## config.mk

```make
export PLATFORM = sky130hd
export DESIGN_NAME = ssr_top
export DESIGN_NICKNAME = d
export VERILOG_FILES = /design/src/common/ssr_pkg.sv /design/src/ssr_top.sv
export VERILOG_INCLUDE_DIRS = /design/src /design/src/common
export SDC_FILE = /design/constraint.sdc
export NUM_CORES = 1
export LEC_CHECK = 0
export BUFFER_PORTS_ARGS = -buffer_cell sky130_fd_sc_hd__buf_2
export CAP_MARGIN = 20
export CORE_MARGIN = 4
export CORE_UTILIZATION = 50
export CTS_BUF_LIST = sky130_fd_sc_hd__clkbuf_4 sky130_fd_sc_hd__clkbuf_8
export CTS_CLUSTER_SIZE = 10
export DETAILED_ROUTE_END_ITERATION = 8
export PLACE_DENSITY = 0.74
export SETUP_SLACK_MARGIN = 0.02
export SLEW_MARGIN = 30
export SYNTH_ARGS = -nofsm -noshare
export SYNTH_HDL_FRONTEND = slang
export SYNTH_SLANG_ARGS = --single-unit
```

## constraint.sdc

```tcl
create_clock -name ref_clk -period 2.65 [get_ports ref_clk]
set_input_delay 0.53 -clock ref_clk [delete_from_list [all_inputs] [get_ports ref_clk]]
set_output_delay 0.53 -clock ref_clk [all_outputs]
set_load 0.02 [all_outputs]
```

## src/common/ssr_regs.svh

```systemverilog
// Offsets, field positions, reset values and timing counts of the sensor release logic.
// Assumes a 25 MHz reference clock and an include by bare name.
`ifndef SSR_REGS_SVH
`define SSR_REGS_SVH
`define SSR_ADDR_W          3
`define SSR_OFF_REQ         3'h0
`define SSR_OFF_RESP        3'h1
`define SSR_OFF_WARN        3'h2
`define SSR_OFF_ERR         3'h3
`define SSR_OFF_CTRL        3'h4
`define SSR_REQ_ACK_BIT     6
`define SSR_REQ_ERST_BIT    7
`define SSR_REQ_RST         8'h00
`define SSR_CTRL_DISC_BIT   0
`define SSR_CTRL_BTN_BIT    1
`define SSR_CTRL_RST        8'h00
`define SSR_RESP_ON_BIT     0
`define SSR_RESP_ACT_BIT    1
`define SSR_RESP_WAIT_BIT   3
`define SSR_RESP_LIVE_BIT   4
`define SSR_RESP_HYST_BIT   5
`define SSR_RESP_WARN_BIT   6
`define SSR_RESP_ERR_BIT    7
`define SSR_DG_OUTA_BIT     0
`define SSR_DG_OUTB_BIT     1
`define SSR_DG_CROSS_BIT    2
`define SSR_DG_TEMP_BIT     3
`define SSR_ERR_ACTR_BIT    4
`define SSR_DG_INT_BIT      5
`define SSR_WARN_COMM_BIT   6
`define SSR_ERR_DISC_BIT    6
`define SSR_CLK_HZ          25000000
`define SSR_BLINK_HZ        5
`define SSR_BLINK_HALF_CYC  (`SSR_CLK_HZ / (2 * `SSR_BLINK_HZ))
`define SSR_DISC_MS         500
`define SSR_DISC_CYC        (`SSR_CLK_HZ / 1000 * `SSR_DISC_MS)
`define SSR_WARN_MIN        30
`define SSR_WARN_CYC        (64'd60 * `SSR_WARN_MIN * `SSR_CLK_HZ)
`endif

```

## src/common/ssr_pkg.sv

```systemverilog
// Types shared by the sensor release and diagnostic logic.
// Assumes nothing beyond a SystemVerilog compiler.
package ssr_pkg;
    typedef enum {
        SSR_WAIT,
        SSR_ON
    } ssr_state_t;

    typedef struct packed {
        logic safety_input_a;
        logic safety_input_b;
        logic actuated;
        logic hysteresis;
        logic feedback_closed;
        logic reset_button;
        logic ack_button;
    } ssr_sense_t;

    typedef struct packed {
        logic out_a_fault;
        logic out_b_fault;
        logic cross_wire;
        logic over_temp;
        logic internal_fault;
        logic comm_fail;
        logic bad_actuator;
    } ssr_diag_t;
endpackage

```

## src/ssr_top.sv

```systemverilog
// Release, discrepancy and diagnostic byte logic of a series-wirable safety sensor.
// Assumes all inputs synchronous to ref_clk and a nonvolatile store outside.
// Functional notes
// Response bit reports both safety inputs live.
// Response bit flags actuation in hysteresis area.
// Warning bit flags gateway communication failure.
// Error bit flags wrong or faulty actuator.
// Error bit flags discrepancy time exceeded.
// Power-up: outputs off, yellow blinks 5 Hz; here it blinks only while actuated.
// Auto variant: feedback closing releases outputs.
// Button variant: release on button falling edge.
// Button variant: feedback closing alone changes nothing.
// Input skew over 500 ms switches outputs off.
// Discrepancy fault blocks release until acknowledged.
// Discrepancy fault survives supply loss.
// Acknowledge by button falling edge or serial.
// Discrepancy monitor only in last sensor.
// Gateway acknowledges via request byte bit.
// Low diagnostic bits: outputs, cross-wire, temperature, internal.
// Internal error clears on reset-bit fall or opening.
// Response bit zero shows outputs enabled.
// Warning lasting 30 minutes switches outputs off; here a communication failure warning never does.
//
// Chosen here: the register offsets and the plain strobed port.
`timescale 1ns/1ns
`include "ssr_regs.svh"

module ssr_top #(
    parameter logic [23:0] DISC_CYC  = 24'(`SSR_DISC_CYC),
    parameter logic [21:0] BLINK_CYC = 22'(`SSR_BLINK_HALF_CYC),
    parameter logic [35:0] WARN_CYC  = 36'(`SSR_WARN_CYC)
) (
    input  wire logic                   ref_clk,
    input  wire logic                   sys_rst,
    input  wire ssr_pkg::ssr_sense_t    sense,
    input  wire ssr_pkg::ssr_diag_t     diag,
    input  wire logic                   nv_fault_restore,
    input  wire logic [`SSR_ADDR_W-1:0] reg_addr,
    input  wire logic [7:0]             reg_wdata,
    input  wire logic                   reg_we,
    input  wire logic                   reg_re,
    output logic      [7:0]             reg_rdata,
    output logic                        safety_output_a,
    output logic                        safety_output_b,
    output logic                        yellow_led,
    output logic                        nv_fault_store
);
    if (DISC_CYC == 24'h000000 || BLINK_CYC == 22'h000000 || WARN_CYC == 36'h000000000) begin
        $error("ssr_top: timing counts must be at least one cycle");
    end

    ssr_pkg::ssr_state_t state_reg, state_next;
    logic [7:0]  ctrl_reg, ctrl_next;
    logic [7:0]  rdata_reg, rdata_next;
    logic        req_erst_reg, req_erst_next;
    logic        rst_btn_reg, rst_btn_next;
    logic        ack_btn_reg, ack_btn_next;
    logic        disc_reg, disc_next;
    logic        err_reg, err_next;
    logic        restored_reg, restored_next;
    logic        blink_reg, blink_next;
    logic [23:0] skew_cnt_reg, skew_cnt_next;
    logic [21:0] blink_cnt_reg, blink_cnt_next;
    logic [35:0] warn_cnt_reg, warn_cnt_next;

    logic       both_live;
    logic       skew;
    logic       disc_set;
    logic       ack_evt;
    logic       erst_fall;
    logic       rst_fall;
    logic       warn_any;
    logic       warn_trip;
    logic       release_ok;
    logic       outputs_on;
    logic [7:0] resp_byte;
    logic [7:0] warn_byte;
    logic [7:0] err_byte;

    always_comb begin
        both_live  = sense.safety_input_a & sense.safety_input_b;
        skew       = ctrl_reg[`SSR_CTRL_DISC_BIT] & (sense.safety_input_a ^ sense.safety_input_b);
        disc_set   = skew && (skew_cnt_reg == DISC_CYC);
        ack_evt    = (ack_btn_reg & ~sense.ack_button)
                   | (reg_we && reg_addr == `SSR_OFF_REQ && reg_wdata[`SSR_REQ_ACK_BIT]);
        erst_fall  = reg_we && reg_addr == `SSR_OFF_REQ && req_erst_reg
                   && !reg_wdata[`SSR_REQ_ERST_BIT];
        rst_fall   = rst_btn_reg & ~sense.reset_button;
        warn_any   = diag.out_a_fault | diag.out_b_fault | diag.cross_wire | diag.over_temp;
        warn_trip  = warn_any && (warn_cnt_reg == WARN_CYC);
        // The first cycle after reset never releases, so a restored fault blocks in time.
        release_ok = sense.actuated & both_live & ~err_reg & ~disc_reg & ~warn_trip
                   & restored_reg;
        outputs_on = (state_reg == ssr_pkg::SSR_ON);

        resp_byte = 8'h00;
        resp_byte[`SSR_RESP_ON_BIT]   = outputs_on;
        resp_byte[`SSR_RESP_ACT_BIT]  = sense.actuated & ~diag.bad_actuator;
        resp_byte[`SSR_RESP_WAIT_BIT] = ~outputs_on & sense.actuated;
        resp_byte[`SSR_RESP_LIVE_BIT] = both_live;
        resp_byte[`SSR_RESP_HYST_BIT] = sense.actuated & sense.hysteresis;
        resp_byte[`SSR_RESP_WARN_BIT] = warn_any | diag.comm_fail;
        resp_byte[`SSR_RESP_ERR_BIT]  = err_reg | disc_reg | warn_trip;

        warn_byte = 8'h00;
        warn_byte[`SSR_DG_OUTA_BIT]   = diag.out_a_fault;
        warn_byte[`SSR_DG_OUTB_BIT]   = diag.out_b_fault;
        warn_byte[`SSR_DG_CROSS_BIT]  = diag.cross_wire;
        warn_byte[`SSR_DG_TEMP_BIT]   = diag.over_temp;
        warn_byte[`SSR_DG_INT_BIT]    = diag.internal_fault;
        warn_byte[`SSR_WARN_COMM_BIT] = diag.comm_fail;

        err_byte = 8'h00;
        err_byte[`SSR_DG_OUTA_BIT]  = diag.out_a_fault & warn_trip;
        err_byte[`SSR_DG_OUTB_BIT]  = diag.out_b_fault & warn_trip;
        err_byte[`SSR_DG_CROSS_BIT] = diag.cross_wire & warn_trip;
        err_byte[`SSR_DG_TEMP_BIT]  = diag.over_temp & warn_trip;
        err_byte[`SSR_ERR_ACTR_BIT] = diag.bad_actuator;
        err_byte[`SSR_DG_INT_BIT]   = err_reg;
        err_byte[`SSR_ERR_DISC_BIT] = disc_reg;
    end

    always_comb begin
        state_next    = state_reg;
        ctrl_next     = ctrl_reg;
        rdata_next    = 8'h00;
        req_erst_next = req_erst_reg;
        rst_btn_next  = sense.reset_button;
        ack_btn_next  = sense.ack_button;
        restored_next = 1'b1;
        blink_next    = blink_reg;
        if (reg_we && reg_addr == `SSR_OFF_CTRL) begin
            ctrl_next = reg_wdata;
        end
        if (reg_we && reg_addr == `SSR_OFF_REQ) begin
            req_erst_next = reg_wdata[`SSR_REQ_ERST_BIT];
        end
        if (reg_re) begin
            case (reg_addr)
                `SSR_OFF_REQ:  rdata_next = {req_erst_reg, 7'h00};
                `SSR_OFF_RESP: rdata_next = resp_byte;
                `SSR_OFF_WARN: rdata_next = warn_byte;
                `SSR_OFF_ERR:  rdata_next = err_byte;
                `SSR_OFF_CTRL: rdata_next = ctrl_reg;
                default:       rdata_next = 8'h00;
            endcase
        end

        // A skew timer that stops at the limit keeps the set term alive while the skew lasts.
        if (!skew) begin
            skew_cnt_next = 24'h000000;
        end else if (skew_cnt_reg != DISC_CYC) begin
            skew_cnt_next = skew_cnt_reg + 24'h000001;
        end else begin
            skew_cnt_next = skew_cnt_reg;
        end
        // Set wins over acknowledge, so a fault that persists is never lost.
        if (disc_set || (!restored_reg && nv_fault_restore)) begin
            disc_next = 1'b1;
        end else if (ack_evt) begin
            disc_next = 1'b0;
        end else begin
            disc_next = disc_reg;
        end

        if (diag.internal_fault) begin
            err_next = 1'b1;
        end else if (erst_fall || !sense.actuated) begin
            err_next = 1'b0;
        end else begin
            err_next = err_reg;
        end

        if (!warn_any) begin
            warn_cnt_next = 36'h000000000;
        end else if (warn_cnt_reg != WARN_CYC) begin
            warn_cnt_next = warn_cnt_reg + 36'h000000001;
        end else begin
            warn_cnt_next = warn_cnt_reg;
        end

        if (blink_cnt_reg == BLINK_CYC - 22'h000001) begin
            blink_cnt_next = 22'h000000;
            blink_next     = ~blink_reg;
        end else begin
            blink_cnt_next = blink_cnt_reg + 22'h000001;
        end

        case (state_reg)
            ssr_pkg::SSR_WAIT: begin
                if (release_ok) begin
                    if (ctrl_reg[`SSR_CTRL_BTN_BIT]) begin
                        if (rst_fall) begin
                            state_next = ssr_pkg::SSR_ON;
                        end
                    end else if (sense.feedback_closed) begin
                        state_next = ssr_pkg::SSR_ON;
                    end
                end
            end
            ssr_pkg::SSR_ON: begin
                if (!release_ok) begin
                    state_next = ssr_pkg::SSR_WAIT;
                end
            end
            default: state_next = ssr_pkg::SSR_WAIT;
        endcase
    end

    always_ff @(posedge ref_clk) begin
        if (sys_rst) begin
            state_reg     <= ssr_pkg::SSR_WAIT;
            ctrl_reg      <= `SSR_CTRL_RST;
            rdata_reg     <= 8'h00;
            req_erst_reg  <= 1'b0;
            rst_btn_reg   <= 1'b0;
            ack_btn_reg   <= 1'b0;
            disc_reg      <= 1'b0;
            err_reg       <= 1'b0;
            restored_reg  <= 1'b0;
            blink_reg     <= 1'b0;
            skew_cnt_reg  <= 24'h000000;
            blink_cnt_reg <= 22'h000000;
            warn_cnt_reg  <= 36'h000000000;
        end else begin
            state_reg     <= state_next;
            ctrl_reg      <= ctrl_next;
            rdata_reg     <= rdata_next;
            req_erst_reg  <= req_erst_next;
            rst_btn_reg   <= rst_btn_next;
            ack_btn_reg   <= ack_btn_next;
            disc_reg      <= disc_next;
            err_reg       <= err_next;
            restored_reg  <= restored_next;
            blink_reg     <= blink_next;
            skew_cnt_reg  <= skew_cnt_next;
            blink_cnt_reg <= blink_cnt_next;
            warn_cnt_reg  <= warn_cnt_next;
        end
    end

    assign reg_rdata       = rdata_reg;
    assign safety_output_a = outputs_on;
    assign safety_output_b = outputs_on;
    // Steady when released, blinking while actuated and waiting for release.
    assign yellow_led      = outputs_on | (sense.actuated & blink_reg);
    assign nv_fault_store  = disc_reg;
endmodule

```

==> flow_summary_export.csv, run 1 <==
group,metric,value,unit
routing,wirelength,10.71,mm
grt,grt_usage,19.65,%
sta,rsz0062_at_grt,"false",
place,dp_cells,733,
worst_setup_path,cpLargestDelayFamily,"simple AND/OR/NAND/NOR gates",
cells_and_area,final_cell_area,0.005420,sq mm
clocking,clock_sinks,106,
clocking,cts.root.buffer_cell,"clkbuf_8",
clocking,hold_buffers,0,
cells_and_area,area_growth_syn_to_layout,10.34,%
floorplan,chipWidth,107.1,um
sta,finalHoldViolations,0,
logic_synthesis,seq_area_frac_synth,43.20,%
status,status,"complete, no violations",
sta,timing.slew.headroom,62.69,%
clocking,cts_setup_buffers,0,
clocking,cts_tree,"built",
logic_synthesis,syn_inst,580,
cells_and_area,instances_no_fill,749,
sta,fin_worst_skew,0.01457,ns
worst_setup_path,cpPeakStageDelay,0.38,ns
logic_synthesis,avgSynthCellArea,8.469,sq um
power,p_leak,1.797,nW
sta,finalSetupViolCount,0,
worst_setup_path,r2r-start,"warn_cnt_reg[0]$_SDFFE_PP0P_",
place,gp_congestion,0.8586,
logic_synthesis,synth_area_leaders,"dfxtp_1 43%, nor2_1 6.6%, xnor2_1 5.5%",
routing,drt-wirelength-per-cell,14.30,um
sta,final.min_clock_period,2.263,ns
floorplan,core-area,0.009415,sq mm
clocking,htree_levels,3,
power,p_per_area,495.6,mW/mm^2
grt,overflow,0,
hold_path,hold-path-cell-count,2,
place,port_buffers,41,
worst_setup_path,crit_fanout,18,
hold_path,hold_path_class,"in2reg",
logic_synthesis,ys_ff_latch,106,
flow_run,maxCapViolCount,0,
cells_and_area,largest_reg_flops,36,
grt,grt_pass1_wl,18.49,mm
worst_setup_path,ff2ff_path_depth,8,
sta,fin_crit_sh,85.40,%
logic_synthesis,synth_cell_types,44,
sta,finalSetupTns,0,ns
cells_and_area,nets,651,
routing,routed_via_density,5.605,
clocking,cts_made_buffers,9,
logic_synthesis,synth_top_cell_by_area,"dfxtp_1",
logic_synthesis,yosys.area.top_type_share,43.20,%
grt,grt_pass1_vias,4060,
clocking,clkSlewWorstSetupHoldPaths,0.11,ns
worst_setup_path,crit_chain,"inv_1 -> ha_1 -> nor4bb_1 -> nand4_1 -> nor4bb_2 -> buf_4 -> a2111oi_0 -> nor4_1",
sta,clock.fmax,441.9,MHz
logic_synthesis,syn-num-nets,616,
logic_synthesis,async_reset_ff_share,0,%
floorplan,row_count,35,
routing,drc,0,
floorplan,num_io_pins,42,
logic_synthesis,synth_most_common_cell,"dfxtp_1",
worst_setup_path,criticalPathCategory,"reg2reg",
cells_and_area,utilization,57.57,%
hold_path,hp-start,"sense[0]",
floorplan,start_util,52.17,%
floorplan,die_y,107.1,um
power,ir_worst_vdd,0.2388,mV
logic_synthesis,synthFlopType,"dfxtp_1",
routing,first_pass_iters,4,
worst_setup_path,crit_start,"warn_cnt_reg[0]$_SDFFE_PP0P_",
place,hpwl,8.089,mm
worst_setup_path,crit_cells,8,
clocking,clk_latency,0.37,ns
routing,ant_nets,0,
logic_synthesis,synth_edf_count,0,
logic_synthesis,ys_warn_count,0,
place,placed_cell_area,0.005235,sq mm
worst_setup_path,worst_ep_required_time,2.89,ns
cells_and_area,diodes,0,
sta,worst_slew_pin_slew,0.5585,ns
worst_setup_path,start_kind,"register",
routing,drt_iter0_markers,191,
cells_and_area,drive_above_1_share,12.26,%
grt,antenna_found_initial,0,
routing,num_vias,4198,
logic_synthesis,syn_area,0.004912,sq mm
grt,grt_max_degree,35,
clocking,clockBufferDepth,2,
worst_setup_path,cp.buffers_inverters,2,
worst_setup_path,critPathSlowestCell,"nor4bb_2",
sta,whs,0.3883,ns
worst_setup_path,end_kind,"register",
floorplan,dieArea,0.01147,sq mm
worst_setup_path,crit_arrival,2.51,ns
sta,slew_violations,0,
clocking,cts_resized,0,
logic_synthesis,synthTopCellsByCount,"106 x dfxtp_1, 87 x nor2_1, 39 x nand3_1",
## kinds of logic after synthesis
family	after synthesis	share of synthesized area, %
simple gates	286	30.72
compound gates	64	7.310
flops	106	43.20
mux	14	2.929
xor+xnor	60	10.70
fa+ha+maj	6	1.528
buf+inv	44	3.617
## per-stage QoR
stage / worst slack (ns) / power (mW)
after floorplan: 0.7500 / 1.736
after global placement: 0.6017 / 1.781
after detailed placement: 0.4692 / 1.784
after CTS: 0.3943 / 2.716
after global routing: 0.1735 / 2.790
final: 0.3868 / 2.686
## cell type report
cell class,instances,area (sq um)
Clock inverter,7,61.31
Tap cell,129,161.4
Inverter,20,75.07
Clock buffer,9,123.9
Sequential cell,106,2122
Timing Repair Buffer,48,257.7
Fill cell,856,3995
Multi-Input combinational cell,430,2619
## cell usage in the layout (no fill, tap or decap), types with 11 or more instances in the layout
cell type | netlist | final
inv_1 | 20 | 20
nor3_1 | 12 | 12
dfxtp_1 | 106 | 106
nor4_1 | 15 | 15
nand2_1 | 36 | 36
or3_1 | 18 | 18
xor2_1 | 29 | 29
nand3_1 | 39 | 39
nand4_1 | 22 | 22
buf_2 | 5 | 41
xnor2_1 | 31 | 31
a21oi_1 | 30 | 30
o21ai_0 | 20 | 20
mux2i_1 | 11 | 11
nor2_1 | 87 | 87
## power breakdown
group	internal, mW	switching, mW
combinational	0.0502	0.0738
clock	0.360	0.579
sequential	1.61	0.0142
## metal layers
metal,GRT usage [%],wire length (um),vias up,part of all wire (%)
met1,25.62,4900,1976,46
met3,3.311,520,23,4.9
li1,-,-,2107,-
met4,8.950,303,0,2.8
met2,31.77,4983,92,47
met5,0,0,-,0
## worst paths after layout
path                                       to  slack, ns
hold reg to reg   blink_cnt_reg[0]$_SDFF_PP0_       0.47
setup / recovery      reg_rdata[7]$_SDFF_PP0_       0.39
hold / removal         ack_btn_reg$_SDFF_PP0_       0.39
setup reg to reg      reg_rdata[7]$_SDFF_PP0_       0.39
(Power assumes the default switching activity.)
==> run 2, diff against run 1 <==
--- a/config.mk
+++ b/config.mk
@@ -8,12 +8,14 @@
 export LEC_CHECK = 0
 export BUFFER_PORTS_ARGS = -buffer_cell sky130_fd_sc_hd__buf_2
 export CAP_MARGIN = 20
+export CELL_PAD_IN_SITES_DETAIL_PLACEMENT = 1
+export CELL_PAD_IN_SITES_GLOBAL_PLACEMENT = 1
 export CORE_MARGIN = 4
-export CORE_UTILIZATION = 50
+export CORE_UTILIZATION = 47
 export CTS_BUF_LIST = sky130_fd_sc_hd__clkbuf_4 sky130_fd_sc_hd__clkbuf_8
 export CTS_CLUSTER_SIZE = 10
 export DETAILED_ROUTE_END_ITERATION = 8
-export PLACE_DENSITY = 0.74
+export PLACE_DENSITY = 0.87
 export SETUP_SLACK_MARGIN = 0.02
 export SLEW_MARGIN = 30
 export SYNTH_ARGS = -nofsm -noshare
==> run 2 against run 1 <==
Compared with the run above:
- final cell count grew 1.2%
- register-to-register slack improved by 0.06 ns
- clock skew decreased by 0.0097 ns
- clock power is 13% higher
- flip-flop and latch count unchanged
- first-iteration DRC count is 2.6% higher
- sequential share of layout area down 0.27 points
- cell area grew 0.69%
- maximum frequency is 2.6% higher
- critical path type unchanged
==> flow_summary_export.csv, run 2 (synthesized netlist as in run 1, its figures left out) <==
group,metric,value,unit
place,hpwl,9.383,mm
worst_setup_path,worstReg2RegEnd,"blink_cnt_reg[2]$_SDFF_PP0_",
grt,grt_pass1_vias,4374,
hold_path,holdPathEnd,"rst_btn_reg$_SDFF_PP0_",
clocking,cts_tree,"built",
place,port_buffers,41,
routing,drt_iter0_markers,196,
routing,wirelength,12.99,mm
cells_and_area,nets,651,
clocking,clock_sinks,106,
routing,ant_nets,0,
power,ir_worst_vdd,0.2917,mV
cells_and_area,drive_above_1_share,12.26,%
power,p_sw_share,22.51,%
cells_and_area,final-seq-area,0.002122,sq mm
hold_path,hp-start,"sense[1]",
clocking,clk_latency,0.38,ns
cells_and_area,multiInputGateArea,0.002619,sq mm
clocking,cts_resized,0,
worst_setup_path,criticalPathCategory,"reg2reg",
worst_setup_path,end_kind,"register",
sta,finalSetupViolCount,0,
power,clkPwrFrac,37.5,%
clocking,hold_buffers,0,
routing,drt-wirelength-per-cell,17.14,um
floorplan,row_count,37,
routing,routed_via_density,5.699,
worst_setup_path,worst_ep_required_time,2.91,ns
hold_path,hold-path-cell-count,2,
floorplan,dieArea,0.01215,sq mm
clocking,clockBufferDepth,2,
routing,num_vias,4320,
clocking,cts.root.buffer_cell,"clkbuf_8",
place,gp_congestion,0.7920,
clocking,cts_setup_buffers,0,
sta,clock.fmax,453.3,MHz
clocking,clkSlewWorstSetupHoldPaths,0.09,ns
sta,rsz0062_at_grt,"false",
clocking,htree_levels,3,
cells_and_area,area_growth_syn_to_layout,11.11,%
clocking,cts_made_buffers,9,
sta,finalSetupTns,0,ns
power,p_comb_share,4.7,%
floorplan,core-area,0.01023,sq mm
grt,overflow,0,
sta,fin_worst_skew,0.004910,ns
power,p_leak,1.813,nW
power,internal-power,2.178,mW
floorplan,die_y,110.2,um
sta,fin_crit_sh,83.25,%
cells_and_area,mostFrequentLayoutCells,"106 x dfxtp_1, 87 x nor2_1, 41 x buf_2",
floorplan,num_io_pins,42,
worst_setup_path,crit_start,"blink_cnt_reg[15]$_SDFF_PP0_",
grt,grt_usage,22.65,%
grt,antenna_found_initial,2,
worst_setup_path,ff2ff_path_depth,4,
power,p_per_area,515.0,mW/mm^2
sta,worst_slew_pin_slew,0.6289,ns
worst_setup_path,r2r-start,"blink_cnt_reg[15]$_SDFF_PP0_",
cells_and_area,largest_reg_flops,36,
routing,drc,0,
floorplan,chipWidth,110.2,um
status,status,"complete, no violations",
cells_and_area,fill_cells,1241,
sta,final.min_clock_period,2.206,ns
sta,slew_violations,0,
sta,finalHoldViolations,0,
routing,first_pass_iters,4,
grt,grt_pass1_wl,21.64,mm
worst_setup_path,start_kind,"register",
worst_setup_path,crit_fanout,21,
worst_setup_path,r2r_setup_slack,0.44,ns
floorplan,start_util,48.01,%
sta,timing.slew.headroom,57.48,%
power,power_switching,0.6327,mW
cells_and_area,utilization,53.34,%
cells_and_area,final_common_cell,"dfxtp_1",
power,p_seq_share,57.8,%
flow_run,maxCapViolCount,0,
grt,grt_max_degree,35,
worst_setup_path,crit_arrival,2.47,ns
hold_path,hold_path_class,"in2reg",
## run 2: how the worst max path moves through the flow
stage	end	depth (start not counted)
floorplan	skew_cnt_reg[18]$_SDFFE_PP0N_	6
global placement	blink_cnt_reg[3]$_SDFF_PP0_	4
detailed placement	blink_cnt_reg[18]$_SDFF_PP0_	4
CTS	blink_cnt_reg[18]$_SDFF_PP0_	4
global route	blink_cnt_reg[16]$_SDFF_PP0_	6
finish	blink_cnt_reg[2]$_SDFF_PP0_	4
## run 2: critical path: stages, from the launching register on
cell and delay [ns]:
dfxtp_1 0.38, or4b_2 0.69, nor4_1 0.44, or2_2 0.46, nor2_1 0.10
## run 2: area by class of cell
class / instances / area share, %
clock inverter: 2 / 0.6419
sequential: 106 / 38.88
antenna: 2 / 0.09170
timing repair buffer: 48 / 4.723
multi-input combinational: 430 / 47.98
tap: 136 / 3.118
inverter: 20 / 1.376
clock buffer: 14 / 3.187
## run 2: routing by layer
layer / GRT usage [%] / vias up / share of wire [%]
li1: - / 2102 / -
met1: 28.39 / 2120 / 45
met2: 38.69 / 81 / 50
met3: 3.262 / 17 / 3.2
met4: 9.938 / 0 / 2.0
met5: 0 / - / 0
## run 2: power by group through the flow
| stage | clock network [mW] | registers (mW) | logic [mW] |
|---|---|---|---|
| 2_1_floorplan | 0 | 1.66 | 0.0770 |
| 3_3_place_gp | 0 | 1.66 | 0.124 |
| 3_5_place_dp | 0 | 1.66 | 0.130 |
| 4_1_cts | 1.08 | 1.62 | 0.131 |
| 5_1_grt | 1.15 | 1.63 | 0.147 |
| 6_report | 1.06 | 1.62 | 0.132 |
## run 2: metrics by stage
step / setup slack [ns] / std cells / total power [mW] / area, sq um / hold WS (ns)
2_1_floorplan: 0.7500 / 580 / 1.736 / 4912 / 0.4261
3_3_place_gp: 0.6183 / 740 / 1.783 / 5244 / 0.4369
3_5_place_dp: 0.4469 / 740 / 1.791 / 5244 / 0.4642
4_1_cts: 0.4391 / 756 / 2.840 / 5453 / 0.3636
5_1_grt: 0.2506 / 758 / 2.922 / 5458 / 0.4003
6_report: 0.4439 / 758 / 2.811 / 5458 / 0.3741
==> run 3, diff against run 2 <==
--- a/config.mk
+++ b/config.mk
@@ -6,12 +6,13 @@
 export SDC_FILE = /design/constraint.sdc
 export NUM_CORES = 1
 export LEC_CHECK = 0
+export ABC_AREA = 1
 export BUFFER_PORTS_ARGS = -buffer_cell sky130_fd_sc_hd__buf_2
 export CAP_MARGIN = 20
 export CELL_PAD_IN_SITES_DETAIL_PLACEMENT = 1
 export CELL_PAD_IN_SITES_GLOBAL_PLACEMENT = 1
 export CORE_MARGIN = 4
-export CORE_UTILIZATION = 47
+export CORE_UTILIZATION = 45
 export CTS_BUF_LIST = sky130_fd_sc_hd__clkbuf_4 sky130_fd_sc_hd__clkbuf_8
 export CTS_CLUSTER_SIZE = 10
 export DETAILED_ROUTE_END_ITERATION = 8
==> constraint.sdc (replaced) <==
create_clock -name ref_clk -period 2.18 [get_ports ref_clk]
set_input_delay 0.436 -clock ref_clk [delete_from_list [all_inputs] [get_ports ref_clk]]
set_output_delay 0.436 -clock ref_clk [all_outputs]
set_load 0.02 [all_outputs]
==> run 3 against run 2 <==
Compared with the run above:
- count of clock-buffer cells in the layout down 3
- setup slack worse by 0.13 ns
- largest power group unchanged
- die area up 13%
- non-clock buffer count down 3
- combinational power up 33%
- largest cell class unchanged
- critical path type unchanged
==> flow_summary_export.csv, run 3 <==
group,metric,value,unit
status,status,"complete, no violations",
worst_setup_path,r2r-start,"warn_cnt_reg[0]$_SDFFE_PP0P_",
floorplan,die_y,117.0,um
routing,first_pass_iters,4,
power,ir_worst_vdd,0.3912,mV
power,p_leak,2.105,nW
grt,grt_usage,23.41,%
logic_synthesis,syn-num-nets,809,
worst_setup_path,end_kind,"register",
floorplan,row_count,39,
cells_and_area,mostFrequentLayoutCells,"149 x nand2_1, 106 x dfxtp_1, 102 x inv_1",
worst_setup_path,crit_chain,"ha_1 -> nand2_1 -> nor2_2 -> nand2_1 -> nor2_1 -> nand2_1 -> nor2_1 -> nand3_1 -> nor3b_1 -> nor2_1",
grt,grt_pass1_vias,5505,
hold_path,hold-path-cell-count,3,
cells_and_area,nets,856,
sta,finalSetupViolCount,0,
routing,drt_iter0_markers,256,
worst_setup_path,criticalPathCategory,"reg2reg",
routing,routed_via_density,5.397,
place,placed_cell_area,0.005712,sq mm
cells_and_area,diodes,0,
sta,whs,0.2786,ns
logic_synthesis,ys_warn_count,0,
logic_synthesis,seq_area_frac_synth,39.72,%
logic_synthesis,synthTopCellsByCount,"149 x nand2_1, 106 x dfxtp_1, 102 x inv_1",
place,gp_congestion,0.8576,
power,p_per_area,579.1,mW/mm^2
clocking,cts_tree,"built",
hold_path,hp-start,"sense[1]",
logic_synthesis,ys_ff_latch,106,
worst_setup_path,crit_arrival,2.13,ns
cells_and_area,area_growth_syn_to_layout,10.70,%
worst_setup_path,cpPeakStageDelay,0.43,ns
clocking,htree_levels,3,
clocking,cts_setup_buffers,0,
cells_and_area,final_cell_area,0.005914,sq mm
worst_setup_path,crit_fanout,6,
sta,fin_worst_skew,0.01326,ns
clocking,clockBufferDepth,2,
sta,finalSetupTns,0,ns
place,dp_cells,952,
logic_synthesis,synth_edf_count,0,
logic_synthesis,synth_top_cell_by_area,"dfxtp_1",
logic_synthesis,synthFlopType,"dfxtp_1",
routing,drc,0,
worst_setup_path,worst_ep_required_time,2.45,ns
worst_setup_path,start_kind,"register",
cells_and_area,largest_reg_flops,36,
routing,ant_nets,0,
hold_path,hold_path_class,"in2reg",
cells_and_area,drive_above_1_share,12.97,%
worst_setup_path,r2r_setup_slack,0.31,ns
place,port_buffers,41,
grt,overflow,0,
cells_and_area,instances_no_fill,968,
routing,drt-wirelength-per-cell,15.47,um
clocking,cts.root.buffer_cell,"clkbuf_8",
logic_synthesis,syn_area,0.005343,sq mm
place,dp_slack,0.3256,ns
clocking,cts_resized,0,
flow_run,maxCapViolCount,0,
logic_synthesis,syn_inst,773,
floorplan,dieArea,0.01368,sq mm
grt,grt_pass1_wl,25.68,mm
grt,antenna_found_initial,0,
clocking,clk_latency,0.38,ns
sta,fin_crit_sh,85.56,%
clocking,hold_buffers,0,
hold_path,holdPathEnd,"rst_btn_reg$_SDFF_PP0_",
sta,clock.fmax,536.1,MHz
sta,rsz0062_at_grt,"false",
sta,finalHoldViolations,0,
power,power.total,3.425,mW
logic_synthesis,yosys.area.top_type_share,39.72,%
logic_synthesis,avgSynthCellArea,6.912,sq um
clocking,cts_made_buffers,9,
logic_synthesis,async_reset_ff_share,0,%
cells_and_area,utilization,51.36,%
clocking,clock_sinks,106,
cells_and_area,final_common_cell,"nand2_1",
place,hpwl,11.50,mm
routing,num_vias,5224,
worst_setup_path,ff2ff_path_depth,10,
worst_setup_path,critPathSlowestCell,"dfxtp_1",
logic_synthesis,synth_area_leaders,"dfxtp_1 40%, nand2_1 10%, inv_1 7.2%",
floorplan,chipWidth,117.0,um
floorplan,num_io_pins,42,
logic_synthesis,synth_most_common_cell,"nand2_1",
sta,final.min_clock_period,1.865,ns
sta,worst_slew_pin_slew,0.5826,ns
clocking,clkSlewWorstSetupHoldPaths,0.10,ns
sta,timing.slew.headroom,61.02,%
sta,fin_ws,0.3148,ns
floorplan,core-area,0.01152,sq mm
routing,wirelength,14.98,mm
worst_setup_path,worstReg2RegEnd,"warn_cnt_reg[32]$_SDFFE_PP0P_",
logic_synthesis,synth_cell_types,39,
grt,grt_max_degree,22,
sta,slew_violations,0,
floorplan,start_util,46.39,%
[run 3: kinds of logic (layout without fill, tap and decap cells)]
| family | count (synthesis) | after routing | share of synthesized area [%] |
|---|---|---|---|
| AND/OR/NAND/NOR | 403 | 403 | 36.00 |
| AO/OA/AOI/OAI | 128 | 128 | 12.69 |
| buffers and inverters | 121 | 173 | 8.712 |
| flip-flops | 106 | 106 | 39.72 |
| XOR/XNOR | 9 | 9 | 1.475 |
| adder cells (fa/ha/maj) | 6 | 6 | 1.405 |
[run 3: cell type report]
type	instances	area (sq um)
flip-flops and latches	106	2122
clock inverters	5	63.81
clock buffers	11	138.9
repair buffers	45	235.2
fillers	1581	5602
well taps	143	178.9
inverters	112	420.4
multi-input cells	546	2755
[run 3: how the worst max path moves through the flow]
stage	depth (start not counted)	to	from
global placement	6	skew_cnt_reg[5]$_SDFFE_PP0N_	sense[5]
detailed placement	6	skew_cnt_reg[4]$_SDFFE_PP0N_	sense[5]
CTS	10	warn_cnt_reg[32]$_SDFFE_PP0P_	warn_cnt_reg[0]$_SDFFE_PP0P_
global route	10	warn_cnt_reg[32]$_SDFFE_PP0P_	warn_cnt_reg[0]$_SDFFE_PP0P_
finish	10	warn_cnt_reg[32]$_SDFFE_PP0P_	warn_cnt_reg[0]$_SDFFE_PP0P_
floorplan	12	warn_cnt_reg[30]$_SDFFE_PP0P_	warn_cnt_reg[0]$_SDFFE_PP0P_
[run 3: power by group]
group / switching (mW) / total, mW / internal, mW / leakage, nW
Combinational: 0.114 / 0.175 / 0.0603 / 1.14
Clock: 0.709 / 1.28 / 0.568 / 0.106
Sequential: 0.0151 / 1.97 / 1.96 / 0.857
[run 3: worst max-delay path: cells and delay by family (launching register included)]
family                     cells  cell delay (ns)
DFF                            1             0.43
adders and majority gates      1             0.20
and+or+nand+nor                9             1.11
[run 3: routing by layer]
metal  global-route usage [%]  routed length [um]  vias to the layer above
li1                         -                   -                     2621
met5                        0                   0                        -
met3                    4.781                 373                       18
met4                    6.116                 168                        0
met2                    42.59                7781                       64
met1                    28.07                6655                     2521
